File: config.mk
export PLATFORM = sky130hd
export DESIGN_NAME = umx_core
export DESIGN_NICKNAME = d
export VERILOG_FILES = /design/src/common/umx_pkg.sv /design/src/hw/umx_parity.sv /design/src/hw/umx_core.sv
export VERILOG_INCLUDE_DIRS = /design/src /design/src/common
export SDC_FILE = /design/constraint.sdc
export NUM_CORES = 1
export LEC_CHECK = 0
export ABC_AREA = 1
export BUFFER_PORTS_ARGS = -buffer_cell sky130_fd_sc_hd__buf_2
export CAP_MARGIN = 20
export CORE_MARGIN = 1
export CORE_UTILIZATION = 23
export DETAILED_ROUTE_END_ITERATION = 12
export SLEW_MARGIN = 20
export SYNTH_ARGS = -nofsm -noshare
export SYNTH_HDL_FRONTEND = slang
export SYNTH_SLANG_ARGS = --single-unit
File: constraint.sdc
create_clock -name ref_clk_i -period 4.9 [get_ports ref_clk_i]
set_input_delay 0 -clock ref_clk_i [delete_from_list [all_inputs] [get_ports ref_clk_i]]
set_output_delay 0 -clock ref_clk_i [all_outputs]
set_load 0.005 [all_outputs]
File: src/common/umx_params.svh
`ifndef UMX_PARAMS_SVH
`define UMX_PARAMS_SVH

// System clocks per oversampling tick (16 ticks make one bit)
`define UMX_OVS_DIV 4
// Last oversampling tick of a bit period
`define UMX_OVS_LAST 4'hf
// Oversampling ticks at which the three majority samples are taken
`define UMX_SMP_A 4'h7
`define UMX_SMP_B 4'h8
`define UMX_SMP_C 4'h9
// Payload bits (data plus parity) for each word length selection
`define UMX_PAY_SHORT 4'h8
`define UMX_PAY_LONG 4'h9
// Reset values
`define UMX_TX_EMPTY_RST 1'b1
`define UMX_SHIFT_RST 11'h7ff

`endif

File: src/common/umx_pkg.sv
package umx_pkg;

  // Static configuration and enable bits driven by software
  typedef struct packed {
    logic rx_enable;
    logic tx_enable;
    logic word_length_sel;
    logic parity_enable;
    logic parity_odd;
    logic parity_error_irq_en;
    logic rx_ready_irq_en;
    logic idle_irq_en;
    logic error_irq_enable;
    logic tx_dma_enable;
    logic rx_dma_enable;
    logic wake_method;
    logic half_duplex_enable;
    logic lin_mode_enable;
    logic infrared_mode_enable;
    logic [3:0] node_addr;
  } umx_cfg_t;

  // One-cycle clear pulses for the sticky flags
  typedef struct packed {
    logic parity_error;
    logic framing_error;
    logic noise_error;
    logic overrun_error;
    logic idle_line;
    logic tx_complete;
  } umx_clr_t;

  // Status seen by software
  typedef struct packed {
    logic tx_empty_flag;
    logic tx_complete_flag;
    logic rx_ready_flag;
    logic parity_error_flag;
    logic framing_error_flag;
    logic noise_error_flag;
    logic overrun_error_flag;
    logic idle_line_flag;
    logic mute_control;
  } umx_status_t;

  typedef enum logic {UMX_TX_IDLE, UMX_TX_SEND} umx_tx_state_t;
  typedef enum logic {UMX_RX_IDLE, UMX_RX_BITS} umx_rx_state_t;

endpackage

File: src/hw/umx_parity.sv
// Parity over the low nbits_i bits; odd_i turns even parity into odd
module umx_parity (
  // Word and format
  input wire logic [8:0] data_i,
  input wire logic [3:0] nbits_i,
  input wire logic odd_i,
  // Parity bit that completes the word
  output logic parity_o
);

  logic [8:0] mask_w;

  // Bits above the data width never count
  assign mask_w = ~(9'h1ff << nbits_i);
  assign parity_o = (^(data_i & mask_w)) ^ odd_i;

endmodule

File: src/hw/umx_core.sv
`include "umx_params.svh"
module umx_core import umx_pkg::*; #(
  parameter int OVS_DIV = `UMX_OVS_DIV
) (
  // Clock and reset
  input wire logic ref_clk_i,
  input wire logic reset_i,
  // Configuration and flag clears
  input wire umx_cfg_t cfg_i,
  input wire umx_clr_t clr_i,
  // Data register access (software or DMA)
  input wire logic data_wr_i,
  input wire logic [8:0] data_wdata_i,
  input wire logic data_rd_i,
  output logic [8:0] data_rdata_o,
  // Mute control write
  input wire logic mute_wr_i,
  input wire logic mute_wdata_i,
  // Status, DMA requests and interrupt
  output umx_status_t status_o,
  output logic dma_tx_req_o,
  output logic dma_rx_req_o,
  output logic irq_o,
  // Serial pins; TX is open-drain style in half-duplex
  input wire logic rx_i,
  input wire logic tx_pin_i,
  output logic tx_o,
  output logic tx_oe_o
);

  // Oversampling tick divider
  logic [15:0] os_cnt_q;
  logic os_tick;

  assign os_tick = (os_cnt_q == 16'(OVS_DIV - 1));

  always_ff @(posedge ref_clk_i) begin
    if (reset_i || os_tick) begin
      os_cnt_q <= 16'h0000;
    end else begin
      os_cnt_q <= os_cnt_q + 16'h0001;
    end
  end

  // Frame geometry: payload width and data width
  logic [3:0] nb;
  logic [3:0] nd;
  logic [8:0] mask_nb;
  logic [8:0] mask_nd;

  assign nb = cfg_i.word_length_sel ? `UMX_PAY_LONG : `UMX_PAY_SHORT;
  assign nd = nb - {3'h0, cfg_i.parity_enable};
  assign mask_nb = ~(9'h1ff << nb);
  assign mask_nd = ~(9'h1ff << nd);

  // Transmit holding register and shifter
  umx_tx_state_t tx_state_q;
  logic [8:0] tx_hold_q;
  logic tx_empty_q;
  logic tx_done_q;
  logic [10:0] tx_sh_q;
  logic [3:0] tx_os_q;
  logic [3:0] tx_bit_q;
  logic tx_par;
  logic [8:0] tx_payload;
  logic [10:0] tx_frame;
  logic tx_load;
  logic tx_bit_end;
  logic tx_last;

  umx_parity u_tx_parity (
    .data_i(tx_hold_q),
    .nbits_i(nd),
    .odd_i(cfg_i.parity_odd),
    .parity_o(tx_par)
  );

  // Parity replaces the bit just above the data
  assign tx_payload = cfg_i.parity_enable ?
    ((tx_hold_q & mask_nd) | (tx_par ? (9'h001 << nd) : 9'h000)) :
    (tx_hold_q & mask_nb);
  assign tx_frame = {1'b1, tx_payload, 1'b0} | (11'h001 << (nb + 4'h1));
  assign tx_load = (tx_state_q == UMX_TX_IDLE) && !tx_empty_q && cfg_i.tx_enable;
  assign tx_bit_end = (tx_state_q == UMX_TX_SEND) && os_tick && (tx_os_q == `UMX_OVS_LAST);
  assign tx_last = tx_bit_end && (tx_bit_q == nb + 4'h1);

  // Transmit sequencing; shifter refills with ones so the line idles high
  always_ff @(posedge ref_clk_i) begin
    if (reset_i) begin
      tx_state_q <= UMX_TX_IDLE;
      tx_sh_q <= `UMX_SHIFT_RST;
      tx_os_q <= 4'h0;
      tx_bit_q <= 4'h0;
    end else begin
      case (tx_state_q)
        UMX_TX_IDLE: begin
          if (tx_load) begin
            tx_state_q <= UMX_TX_SEND;
            tx_sh_q <= tx_frame;
            tx_os_q <= 4'h0;
            tx_bit_q <= 4'h0;
          end
        end
        UMX_TX_SEND: begin
          if (os_tick) begin
            tx_os_q <= tx_os_q + 4'h1;
          end
          if (tx_bit_end) begin
            tx_sh_q <= {1'b1, tx_sh_q[10:1]};
            tx_bit_q <= tx_bit_q + 4'h1;
          end
          if (tx_last) begin
            tx_state_q <= UMX_TX_IDLE;
          end
        end
        default: begin
          tx_state_q <= UMX_TX_IDLE;
        end
      endcase
    end
  end

  // Holding register; a write in the load cycle keeps the new word pending
  always_ff @(posedge ref_clk_i) begin
    if (reset_i) begin
      tx_hold_q <= 9'h000;
      tx_empty_q <= `UMX_TX_EMPTY_RST;
      tx_done_q <= 1'b0;
    end else begin
      if (data_wr_i) begin
        tx_hold_q <= data_wdata_i;
      end
      tx_empty_q <= data_wr_i ? 1'b0 : (tx_load ? 1'b1 : tx_empty_q);
      tx_done_q <= (tx_last && tx_empty_q) || (tx_done_q && !clr_i.tx_complete);
    end
  end

  // Line drive: released in half-duplex unless a frame is in flight
  assign tx_o = tx_sh_q[0];
  assign tx_oe_o = !cfg_i.half_duplex_enable || (tx_state_q == UMX_TX_SEND);

  // Receive line source; half-duplex listens on the TX wire
  logic rx_line;

  assign rx_line = cfg_i.half_duplex_enable ? tx_pin_i : rx_i;

  // Receive sampler
  umx_rx_state_t rx_state_q;
  logic [3:0] rx_os_q;
  logic [3:0] rx_bit_q;
  logic [8:0] rx_sh_q;
  logic [2:0] rx_smp_q;
  logic rx_nz_q;
  logic rx_maj;
  logic rx_dis;
  logic rx_bit_end;
  logic rx_end;

  assign rx_maj = (rx_smp_q[0] & rx_smp_q[1]) | (rx_smp_q[0] & rx_smp_q[2]) |
    (rx_smp_q[1] & rx_smp_q[2]);
  assign rx_dis = !((&rx_smp_q) || !(|rx_smp_q));
  assign rx_bit_end = (rx_state_q == UMX_RX_BITS) && os_tick && (rx_os_q == `UMX_OVS_LAST);
  assign rx_end = rx_bit_end && (rx_bit_q == nb + 4'h1);

  // Three-sample majority per bit; disagreement marks noise for the frame
  always_ff @(posedge ref_clk_i) begin
    if (reset_i) begin
      rx_state_q <= UMX_RX_IDLE;
      rx_os_q <= 4'h0;
      rx_bit_q <= 4'h0;
      rx_sh_q <= 9'h000;
      rx_smp_q <= 3'h0;
      rx_nz_q <= 1'b0;
    end else begin
      case (rx_state_q)
        UMX_RX_IDLE: begin
          if (os_tick && !rx_line && cfg_i.rx_enable) begin
            rx_state_q <= UMX_RX_BITS;
            rx_os_q <= 4'h1;
            rx_bit_q <= 4'h0;
            rx_nz_q <= 1'b0;
          end
        end
        UMX_RX_BITS: begin
          if (os_tick) begin
            rx_os_q <= rx_os_q + 4'h1;
            if (rx_os_q == `UMX_SMP_A || rx_os_q == `UMX_SMP_B || rx_os_q == `UMX_SMP_C) begin
              rx_smp_q <= {rx_smp_q[1:0], rx_line};
            end
          end
          if (rx_bit_end) begin
            rx_bit_q <= rx_bit_q + 4'h1;
            rx_nz_q <= rx_nz_q | rx_dis;
            if (rx_bit_q != 4'h0 && rx_bit_q <= nb) begin
              rx_sh_q <= {rx_maj, rx_sh_q[8:1]};
            end
            // A start bit that reads high was a glitch
            if ((rx_bit_q == 4'h0 && rx_maj) || rx_end) begin
              rx_state_q <= UMX_RX_IDLE;
            end
          end
        end
        default: begin
          rx_state_q <= UMX_RX_IDLE;
        end
      endcase
    end
  end

  // Received word decode
  logic [8:0] rx_pay;
  logic [9:0] rx_pay_ext;
  logic [8:0] rx_data;
  logic rx_calc_par;
  logic rx_par_bad;
  logic rx_is_addr;
  logic rx_match;

  assign rx_pay = cfg_i.word_length_sel ? rx_sh_q : {1'b0, rx_sh_q[8:1]};
  assign rx_pay_ext = {1'b0, rx_pay};
  assign rx_data = rx_pay & mask_nd;
  assign rx_is_addr = rx_data[nd - 4'h1];
  assign rx_match = (rx_data[3:0] == cfg_i.node_addr);

  umx_parity u_rx_parity (
    .data_i(rx_data),
    .nbits_i(nd),
    .odd_i(cfg_i.parity_odd),
    .parity_o(rx_calc_par)
  );

  assign rx_par_bad = cfg_i.parity_enable && (rx_calc_par != rx_pay_ext[nd]);

  // Idle-line detector: a full frame time of high line after activity
  logic [7:0] idle_cnt_q;
  logic idle_arm_q;
  logic [7:0] idle_len;
  logic [3:0] nb_p2;
  logic idle_evt;

  assign nb_p2 = nb + 4'h2;
  assign idle_len = {nb_p2, 4'h0} - 8'h01;
  assign idle_evt = idle_arm_q && os_tick && (idle_cnt_q == idle_len) &&
    (rx_state_q == UMX_RX_IDLE) && rx_line;

  always_ff @(posedge ref_clk_i) begin
    if (reset_i || rx_state_q != UMX_RX_IDLE || !rx_line) begin
      idle_cnt_q <= 8'h00;
    end else if (os_tick && idle_cnt_q != idle_len) begin
      idle_cnt_q <= idle_cnt_q + 8'h01;
    end
  end

  // Receive outcome: mute handling decides whether the word is delivered
  logic mute_q;
  logic addr_evt;
  logic wake_addr;
  logic drop_addr;
  logic wake_idle;
  logic deliver;
  logic mute_d;

  assign addr_evt = rx_end && cfg_i.wake_method && rx_is_addr;
  assign wake_addr = addr_evt && rx_match;
  assign drop_addr = addr_evt && !rx_match;
  assign wake_idle = idle_evt && mute_q && !cfg_i.wake_method;
  assign deliver = rx_end && ((!mute_q && !drop_addr) || wake_addr);

  // Hardware wake and mute win over a software write in the same cycle
  assign mute_d = wake_addr ? 1'b0 :
    drop_addr ? 1'b1 :
    wake_idle ? 1'b0 :
    (mute_wr_i && !status_o.rx_ready_flag) ? mute_wdata_i : mute_q;

  // Receive buffer and sticky flags; every set beats its clear
  logic [8:0] rx_buf_q;
  logic rx_ready_q;
  logic pe_q;
  logic fe_q;
  logic ne_q;
  logic ore_q;
  logic idle_q;

  always_ff @(posedge ref_clk_i) begin
    if (reset_i) begin
      mute_q <= 1'b0;
      idle_arm_q <= 1'b0;
      rx_buf_q <= 9'h000;
      rx_ready_q <= 1'b0;
      pe_q <= 1'b0;
      fe_q <= 1'b0;
      ne_q <= 1'b0;
      ore_q <= 1'b0;
      idle_q <= 1'b0;
    end else begin
      mute_q <= mute_d;
      idle_arm_q <= rx_end || (mute_d && !mute_q) || (idle_arm_q && !idle_evt);
      if (deliver && (!rx_ready_q || data_rd_i)) begin
        rx_buf_q <= rx_data;
      end
      rx_ready_q <= deliver || (rx_ready_q && !data_rd_i);
      pe_q <= (deliver && rx_par_bad) || (pe_q && !clr_i.parity_error);
      fe_q <= (deliver && !rx_maj) || (fe_q && !clr_i.framing_error);
      ne_q <= (deliver && (rx_nz_q || rx_dis)) || (ne_q && !clr_i.noise_error);
      ore_q <= (deliver && rx_ready_q && !data_rd_i) ||
        (ore_q && !clr_i.overrun_error);
      idle_q <= (idle_evt && !mute_q) || (idle_q && !clr_i.idle_line);
    end
  end

  // Outputs
  logic err_any;

  assign data_rdata_o = rx_buf_q;
  assign status_o = '{tx_empty_flag: tx_empty_q, tx_complete_flag: tx_done_q,
    rx_ready_flag: rx_ready_q, parity_error_flag: pe_q, framing_error_flag: fe_q,
    noise_error_flag: ne_q, overrun_error_flag: ore_q, idle_line_flag: idle_q,
    mute_control: mute_q};
  assign dma_tx_req_o = cfg_i.tx_dma_enable && tx_empty_q;
  assign dma_rx_req_o = cfg_i.rx_dma_enable && rx_ready_q;
  assign err_any = fe_q || ne_q || ore_q;
  // Receive sources are masked while muted
  assign irq_o = !mute_q && ((cfg_i.parity_error_irq_en && pe_q) ||
    (cfg_i.rx_ready_irq_en && rx_ready_q) || (cfg_i.idle_irq_en && idle_q) ||
    (cfg_i.error_irq_enable && cfg_i.rx_dma_enable && err_any));
endmodule

==> metrics.yaml, run 1 <==
power:
  power-per-cell-area_nw_per_um2: 268
  power_frac_clock: 0.425
  peakVddDrop_mv: 0.167
  power.switching_uw: 420
  leakagePower_nw: 2.76
  p_comb_frac: 0.099
  swShare: 0.254
  p_int_mw: 1.24
  pwr-share-seq: 0.476
sta:
  hold_viol: 0
  layout_min_cycle_time_ns: 2.83
  clock_skew_ns: 0.0107
  relSlewSlack: 0.617
  rsz0062_at_grt: "false"
  period_share: 0.577
  worstMarginPinSlew_ns: 0.568
  worst_slack_ns: 2.07
  fmax_mhz: 354
  drv_slew: 0
  fin_tns_setup_ns: 0
  setup_viol: 0
yosys:
  synth-compound-area-share: 0.117
  ys.flop_type: "dfxtp_1"
  synth-seq-area-share: 0.359
  synth-simple-area-share: 0.343
  yosys_warnings: 0
  ys_ff_latch: 93
  synth_top_family_by_area: "simple AND/OR/NAND/NOR gates"
  synth-edff-count: 0
  synthAdderAreaFrac: 0.0313
  synth_top_area_share: 0.359
  syn_area_um2: 5190
  async_flop_share: 0
  syn_inst: 789
  syn-mean-instance-area_um2: 6.58
  ys_types: 38
  synthTopCellsByArea: "dfxtp_1 36%, nand2_1 16%, inv_1 8.3%"
  syn_nets: 844
  synthXorXnorAreaFrac: 0.0321
  synth_mux_area_frac: 0
  yosysTopAreaCell: "dfxtp_1"
clocking:
  clkTransAtPathRegs_ns: 0.07
  cts_max_level: 3
  cts.sinks: 93
  cts_tree: "yes"
  clock_latency_ns: 0.35
  cts-root-buf: "clkbuf_16"
  numCtsBuffers: 9
  clock_path_buffers: 2
placement:
  portBuffers: 62
  gp_congestion: 0.820
  place_ws_ns: 2.17
  hpwl_um: 8650
routing:
  firstDrtPassIters: 9
  vias: 4835
  first_iter_violations: 301
  drc: 7
  wire_per_inst_um: 10.2
  routed_wl_um: 11600
  viasPerCell: 4.24
  ant_nets: 0
critical_path:
  cp_cell_sequence: "buf_2 -> clkinv_1 -> ha_1 -> nor2_1 -> nand2_1 -> nand2_1 -> nand2_1 -> nand3_1 -> nand3_2 -> nand2_1 -> nand2_1 -> nor2_1 -> nand2_1 -> a21oi_1 -> dlygate4sd3_1"
  startpoint: "cfg_i[16]"
  path_class: "primary input to register"
  r2r-start: "rx_sh_q[4]$_SDFFE_PP0P_"
  reg2reg_slack_ns: 2.31
  crit_buf_inv: 3
  crit_path_max_incr_delay_ns: 0.55
  startpoint_type: "primary input"
  crit_top_cell: "nand2_1"
  cpMaxStageDelayCell: "dlygate4sd3_1"
  crit_family: "buffers and inverters"
  endpoint_kind: "register"
  crit_fanout: 25
  cp.arrival_ns: 3.12
  worstPathRequired_ns: 5.20
global_routing:
  grt_max_degree: 39
  overflow: 0
  grtUsageTotal: 0.105
  antenna_found_initial: 0
  grt_first_pass_wirelength_um: 20200
  grt_pass1_vias: 4398
worst_hold_path:
  hold_class: "primary input to register"
  hp-start: "cfg_i[18]"
layout:
  antenna_cells: 0
  nets: 909
  nFillCells: 2393
  drive_gt1_frac: 0.113
  areaGrowthSynthToFinish_pct: 18.8
floorplanning:
  die_w_um: 152
  core_area_um2: 22000
  die_area_um2: 23200
  chipHeight_um: 152
  ios: 65
  rows: 54
  initial_core_util: 0.236
outcome:
  violations: "design-rule violations"
  status: "finished, violations left"
job:
  cap_violations: 0
sequential cells by signal (all words and copies together) (netlist names):
name and count:
os_cnt_q 16, tx_sh_q 10, data_rdata_o 9, rx_sh_q 9, tx_hold_q 9, idle_cnt_q 8, rx_bit_q 4, rx_os_q 4
tx_bit_q 4, tx_os_q 4, rx_smp_q 3, fe_q 1, idle_arm_q 1, idle_q 1, mute_q 1, ne_q 1
ore_q 1, pe_q 1, rx_nz_q 1, rx_ready_q 1, rx_state_q 1, tx_done_q 1, tx_empty_q 1, tx_state_q 1
layout by cell type, fill, tap and decap left out, drive strengths merged:
cell type / instances
a211oi: 4
a21oi: 52
a22oi: 1
a31oi: 6
a41oi: 1
buf: 63
bufinv: 1
clkbuf: 11
clkinv: 2
clkinvlp: 2
dfxtp: 93
dlygate4sd3: 18
ha: 13
inv: 118
nand2: 218
nand3: 52
nand4: 13
nor2: 93
nor3: 18
nor3b: 7
nor4: 2
o211ai: 1
o21a: 1
o21ai: 43
o21bai: 2
o311ai: 1
or2: 4
xnor2: 5
xor2: 14
power groups by stage:
| stage | sequential (mW) | clock (mW) | combinational, mW |
|---|---|---|---|
| final | 0.788 | 0.703 | 0.164 |
| after CTS | 0.788 | 0.721 | 0.166 |
| after floorplan | 0.800 | 0 | 0.113 |
| after detailed placement | 0.805 | 0 | 0.154 |
| after global routing | 0.791 | 0.753 | 0.191 |
| after global placement | 0.805 | 0 | 0.152 |
cell usage after synthesis, types with 2 or more instances:
master      n
a211oi_1    4
a21oi_1    51
a31oi_1     6
buf_2       5
buf_4       9
buf_6       3
clkbuf_1    9
dfxtp_1    93
ha_1       13
inv_1     115
inv_2       2
nand2_1   217
nand3_1    49
nand3_2     2
nand4_1    11
nand4_4     2
nor2_1     86
nor2_2      3
nor2_4      4
nor3_1     18
nor3b_1     7
nor4_1      2
o21ai_0    42
o21bai_1    2
or2_2       4
xnor2_1     5
xor2_1     14
metal layers:
layer  share of wire  vias to the layer above  GRT usage  routed length [µm]
met5               0                        -          0                   0
met4           0.015                        0     0.0466                 178
met3           0.026                       11     0.0142                 306
met2            0.46                       58      0.177                5350
met1            0.50                     2141      0.132                5780
li1                -                     2625          -                   -
logic make-up (layout without fill, tap and decap cells):
family / count (synthesis) / after routing
flops: 93 / 93
fa+ha+maj: 13 / 13
xor+xnor: 19 / 19
simple gates: 407 / 407
buf+inv: 145 / 215
compound gates: 112 / 112
layout make-up:
type,instances,area (µm²),area share
Tap cell,280,350,0.0568
Inverter,118,443,0.0718
Clock inverter,5,58.8,0.00954
Clock buffer,11,233,0.0378
Sequential cell,93,1860,0.302
Timing Repair Buffer,81,498,0.0808
Multi-Input combinational cell,551,2720,0.441
tightest hold or removal path, stage by stage:
cell and delay, ns:
buf_2 0.09, a31oi_1 0.12, nand2_1 0.06, a21oi_1 0.05
path summary, 6_finish.rpt:
check,endpoint,cells past startpoint
setup / recovery,ore_q$_SDFF_PP0_,15
hold reg to reg,os_cnt_q[0]$_SDFF_PP0_,1
setup reg to reg,ore_q$_SDFF_PP0_,13
hold / removal,rx_os_q[3]$_SDFFE_PP0P_,4
what timing repair did:
action,in CTS,in global routing
hold buffers,18,0
endpoints found under the setup margin,0,0
setup buffers,0,0
gates resized for setup,0,0
endpoints found under the hold margin,16,0
per-stage QoR:
stage / utilization / power (mW) / area [µm²] / std cells / hold WS [ns]
global route: 0.281 / 1.73 / 6160 / 1139 / 0.0420
global placement: 0.259 / 0.957 / 5690 / 1105 / 0.227
floorplan: - / 0.913 / 5190 / 789 / 0.0454
finish: 0.281 / 1.66 / 6160 / 1139 / 0.0158
CTS: 0.281 / 1.68 / 6160 / 1139 / 0.00760
detailed placement: 0.259 / 0.959 / 5690 / 1105 / 0.229
(Power assumes the default switching activity.)
==> run 2: changes to the inputs <==
--- a/config.mk
+++ b/config.mk
@@ -6,7 +6,7 @@
 export SDC_FILE = /design/constraint.sdc
 export NUM_CORES = 1
 export LEC_CHECK = 0
-export ABC_AREA = 1
+export ABC_AREA = 0
 export BUFFER_PORTS_ARGS = -buffer_cell sky130_fd_sc_hd__buf_2
 export CAP_MARGIN = 20
 export CORE_MARGIN = 1
==> constraint.sdc (replaced) <==
create_clock -name ref_clk_i -period 2.8 [get_ports ref_clk_i]
set_input_delay 0 -clock ref_clk_i [delete_from_list [all_inputs] [get_ports ref_clk_i]]
set_output_delay 0 -clock ref_clk_i [all_outputs]
set_load 0.005 [all_outputs]
==> metrics.yaml, run 2 <==
outcome:
  status: "complete, no violations"
power:
  power-per-cell-area_nw_per_um2: 457
  peakVddDrop_mv: 0.286
  leakagePower_nw: 2.51
placement:
  placed_cell_area_um2: 5630
  gp_congestion: 0.759
  portBuffers: 62
  hpwl_um: 7870
global_routing:
  grt_pass1_vias: 3706
  overflow: 0
  antenna_found_initial: 0
  grt_first_pass_wirelength_um: 17900
  grt_max_degree: 43
  grtUsageTotal: 0.101
layout:
  antenna_cells: 0
  nFillCells: 2259
  drive_gt1_frac: 0.182
  largest_reg_flops: 16
  nets: 693
  final_common_cell: "dfxtp_1"
  areaGrowthSynthToFinish_pct: 20.5
  design_area_um2: 6080
  final_cell_mix: "92 x dfxtp_1, 78 x nor2_1, 62 x buf_2, 43 x mux2i_1, 29 x nand2_1"
  regMostFlops: "os_cnt_q"
  reg.largest.list: "os_cnt_q (16), tx_sh_q (10)"
yosys:
  yosys_warnings: 0
  syn_area_um2: 5040
  synthTopCellsByArea: "dfxtp_1 37%, mux2i_1 8.5%, nor2_1 5.8%"
  syn_inst: 572
  synth_most_common_cell: "dfxtp_1"
  synth-edff-count: 0
  ys.flop_type: "dfxtp_1"
  syn_nets: 627
  ys_types: 65
  yosysTopAreaCell: "dfxtp_1"
  ys_ff_latch: 93
  synth_top_area_share: 0.369
  synth-seq-area-share: 0.369
  synthTopCellsByCount: "93 x dfxtp_1, 78 x nor2_1, 43 x mux2i_1, 29 x nand2_1, 28 x a21oi_1"
  syn-mean-instance-area_um2: 8.82
  async_flop_share: 0
sta:
  layout_min_cycle_time_ns: 2.63
  drv_slew: 0
  relSlewSlack: 0.558
  hold_viol: 0
  period_share: 0.939
  clock_skew_ns: 0.00993
  fin_tns_setup_ns: 0
  setup_viol: 0
  fmax_mhz: 381
  worstMarginPinSlew_ns: 0.644
  rsz0062_at_grt: "false"
critical_path:
  path_class: "register to register"
  cp.arrival_ns: 2.86
  startpoint_type: "register"
  crit_fanout: 9
  worstPathRequired_ns: 3.04
  reg2reg_slack_ns: 0.17
  endpoint_kind: "register"
floorplanning:
  ios: 65
  die_w_um: 150
  initial_core_util: 0.237
  rows: 53
  chipHeight_um: 150
  die_area_um2: 22500
  core_area_um2: 21300
clocking:
  cts.sinks: 93
  clock_path_buffers: 2
  post_cts_buffers: 0
  clkTransAtPathRegs_ns: 0.07
  clock_latency_ns: 0.35
  cts_max_level: 3
  numCtsBuffers: 9
  cts-root-buf: "clkbuf_16"
  cts_tree: "yes"
routing:
  first_iter_violations: 212
  vias: 4033
  viasPerCell: 4.40
  firstDrtPassIters: 4
  ant_nets: 0
  wire_per_inst_um: 11.9
  routed_wl_um: 10900
  drc: 0
worst_hold_path:
  hold_class: "primary input to register"
job:
  cap_violations: 0
==> run 2: logic make-up after synthesis <==
group	share of synthesized area
XOR/XNOR	0.0834
multiplexers	0.111
buffers and inverters	0.0484
AND/OR/NAND/NOR	0.240
AO/OA/AOI/OAI	0.114
adder cells (fa/ha/maj)	0.0342
flip-flops	0.369
==> run 2: metal layers <==
layer / GRT usage / vias up / part of all wire
met3: 0.0296 / 12 / 0.043
li1: - / 2109 / -
met4: 0.0333 / 0 / 0.012
met2: 0.156 / 73 / 0.43
met1: 0.132 / 1839 / 0.51
met5: 0 / - / 0
==> run 2: critical path, cell delays in order, from the launching register on <==
cell	delay, ns
dfxtp_2	0.36
inv_1	0.07
ha_1	0.29
or4b_4	0.53
or3_4	0.38
a211oi_4	0.37
o21ai_4	0.19
mux2_4	0.33
==> run 2: power by group <==
group,switching [mW],internal [mW],total [mW],leakage (nW)
combinational,0.144,0.130,0.274,1.63
sequential,0.0282,1.35,1.38,0.754
clock,0.508,0.618,1.13,0.127
==> run 2: final cells by class <==
class	instances	area, µm²	share of cell area
inverter	15	56.3	0.00927
clock buffer	11	243	0.0400
timing repair buffer	94	593	0.0976
multi-input combinational	425	2950	0.486
clock inverter	4	25.0	0.00412
tap	275	344	0.0566
sequential	93	1860	0.307
==> run 2: through the flow <==
| step | util | hold slack (ns) | power, mW | cells | setup slack [ns] |
|---|---|---|---|---|---|
| floorplan | - | 0.0454 | 1.58 | 572 | 0.207 |
| detailed placement | 0.264 | 0.245 | 1.66 | 885 | 0.118 |
| global route | 0.285 | 0.0649 | 2.90 | 917 | 0.0557 |
| global placement | 0.264 | 0.237 | 1.66 | 885 | 0.166 |
| CTS | 0.285 | 0.0492 | 2.82 | 917 | 0.106 |
| finish | 0.285 | 0.0579 | 2.78 | 917 | 0.172 |
==> run 2: worst paths after layout <==
path,from,cells after the start,end
max,rx_bit_q[0]$_SDFFE_PP0P_,7,data_rdata_o[7]$_SDFFE_PP0P_
min,data_wr_i,2,tx_empty_q$_SDFFE_PP1P_
max reg2reg,rx_bit_q[0]$_SDFFE_PP0P_,7,data_rdata_o[7]$_SDFFE_PP0P_
min reg2reg,data_rdata_o[8]$_SDFFE_PP0P_,2,data_rdata_o[8]$_SDFFE_PP0P_
==> run 2: what timing repair did <==
item	4_1_cts	5_1_grt
endpoints found under the hold margin	18	0
hold buffers	17	0
resized for setup	0	2
endpoints found under the setup margin	0	9
==> run 3: changes to the inputs <==
--- a/config.mk
+++ b/config.mk
@@ -15,4 +15,5 @@
 export SLEW_MARGIN = 20
 export SYNTH_ARGS = -nofsm -noshare
 export SYNTH_HDL_FRONTEND = slang
+export SYNTH_HIERARCHICAL = 1
 export SYNTH_SLANG_ARGS = --single-unit
==> metrics.yaml, run 3 <==
yosys:
  synthTopCellsByCount: "93 x dfxtp_1, 80 x nor2_1, 53 x nand2_1, 38 x mux2i_1, 26 x xnor2_1"
  synth-seq-area-share: 0.368
  async_flop_share: 0
  syn_area_um2: 5060
  ys.flop_type: "dfxtp_1"
  syn-mean-instance-area_um2: 8.53
  synth-edff-count: 0
  yosys_warnings: 6
  syn_inst: 593
  ys_ff_latch: 93
  synth_most_common_cell: "dfxtp_1"
  synth_top_area_share: 0.368
  syn_nets: 649
  yosysTopAreaCell: "dfxtp_1"
  ys_types: 61
  synthTopCellsByArea: "dfxtp_1 37%, mux2i_1 7.5%, nor2_1 5.9%"
floorplanning:
  ios: 65
  die_w_um: 150
  core_area_um2: 21300
  initial_core_util: 0.238
  die_area_um2: 22600
  rows: 53
  chipHeight_um: 150
layout:
  regArea_um2: 1860
  antenna_cells: 0
  final_common_cell: "dfxtp_1"
  final_cell_mix: "93 x dfxtp_1, 80 x nor2_1, 62 x buf_2, 53 x nand2_1, 38 x mux2i_1"
  multi_input_area_um2: 2910
  nFillCells: 2281
  areaGrowthSynthToFinish_pct: 20.0
  largest_reg_flops: 16
  regMostFlops: "os_cnt_q"
  drive_gt1_frac: 0.165
  nets: 719
  reg.largest.list: "os_cnt_q (16), tx_sh_q (10)"
clocking:
  clock_path_buffers: 2
  clkTransAtPathRegs_ns: 0.06
  clock_latency_ns: 0.34
  cts_tree: "yes"
  post_cts_resized: 0
  post_cts_buffers: 0
  cts.sinks: 93
  cts-root-buf: "clkbuf_16"
  cts_max_level: 3
  hold_buffers: 17
  numCtsBuffers: 9
global_routing:
  grt_util_met2: 0.176
  grt_pass1_vias: 4039
  grt_max_degree: 47
  grtUsageTotal: 0.108
  antenna_found_initial: 0
  met3_usage: 0.0312
  grt-busiest-layer: "met2"
  overflow: 0
  met1_usage: 0.141
  grt_first_pass_wirelength_um: 19400
sta:
  setup_viol: 0
  worstMarginPinSlew_ns: 0.683
  rsz0062_at_grt: "false"
  layout_min_cycle_time_ns: 2.47
  period_share: 0.882
  fmax_mhz: 405
  drv_slew: 0
  relSlewSlack: 0.544
  clock_skew_ns: 0.00566
  fin_tns_setup_ns: 0
  hold_viol: 0
  whs_ns: 0.0339
routing:
  ant_nets: 0
  wire_per_inst_um: 12.1
  first_iter_violations: 239
  firstDrtPassIters: 4
  viasPerCell: 4.50
  drc: 0
  routed_wl_um: 11400
  vias: 4246
outcome:
  status: "complete, no violations"
placement:
  gp_congestion: 0.772
  portBuffers: 62
  hpwl_um: 8350
critical_path:
  crit_fanout: 16
  path_class: "register to register"
  cp.arrival_ns: 2.76
  startpoint_type: "register"
  worstPathRequired_ns: 3.09
  endpoint_kind: "register"
worst_hold_path:
  hold_class: "primary input to register"
job:
  cap_violations: 0
power:
  finalPower_mw: 2.80
  leakagePower_nw: 2.43
  power-per-cell-area_nw_per_um2: 462
  peakVddDrop_mv: 0.234
run 3: cell count changes in the layout (fill, tap and decap cells not counted), moves of 7 or more:
cell	before	now
nand2_1	29	53
nand2b_1	20	6
nor2b_1	14	2
inv_1	15	25
mux2_4	8	0
a2111oi_0	1	8
mux2_2	1	8
run 3: stage by stage:
step                      setup WS [ns]  cells  cell area, µm²  utilization
after detailed placement          0.245    910            5630        0.264
after global routing              0.116    943            6070        0.285
final                             0.330    943            6070        0.285
after global placement            0.261    910            5630        0.264
after floorplan                   0.193    593            5060            -
after CTS                         0.331    943            6070        0.285
run 3: cell type report:
cell class	count	area share
clock buffers	12	0.0406
clock inverters	4	0.00392
inverters	25	0.0155
multi-input cells	440	0.479
flip-flops and latches	93	0.307
well taps	275	0.0567
repair buffers	94	0.0977
run 3: metal layers:
metal / part of all wire / vias up
li1: - / 2223
met1: 0.49 / 1961
met2: 0.46 / 55
met3: 0.044 / 7
met4: 0.0073 / 0
met5: 0 / -
run 3: final timing paths:
check	to	from	cells after the start	slack (ns)
max	data_rdata_o[8]$_SDFFE_PP0P_	os_cnt_q[0]$_SDFF_PP0_	8	0.33
min	tx_sh_q[9]$_SDFFE_PP1P_	cfg_i[16]	4	0.03
max reg2reg	data_rdata_o[8]$_SDFFE_PP0P_	os_cnt_q[0]$_SDFF_PP0_	8	0.33
min reg2reg	data_rdata_o[7]$_SDFFE_PP0P_	data_rdata_o[7]$_SDFFE_PP0P_	2	0.45
run 3: kinds of logic (layout without fill, tap and decap cells):
kind of cell | after synthesis | after routing | share of synthesized area
AO/OA/AOI/OAI | 100 | 100 | 0.139
XOR/XNOR | 47 | 47 | 0.0814
adder cells (fa/ha/maj) | 15 | 15 | 0.0366
buffers and inverters | 60 | 135 | 0.0574
flip-flops | 93 | 93 | 0.368
multiplexers | 46 | 46 | 0.0930
AND/OR/NAND/NOR | 232 | 232 | 0.224
run 3: power by group:
part | switching [mW] | internal, mW | leakage [nW]
registers | 0.0276 | 1.35 | 0.754
logic | 0.157 | 0.139 | 1.54
clock network | 0.508 | 0.624 | 0.136
run 3: critical path, cell delays in order (launching register included):
cell       delay (ns)
dfxtp_1          0.38
ha_1             0.24
nor4b_1          0.34
and4_1           0.41
nand2_1          0.11
buf_4            0.20
a2111oi_0        0.45
o211ai_1         0.18
nand2_1          0.09
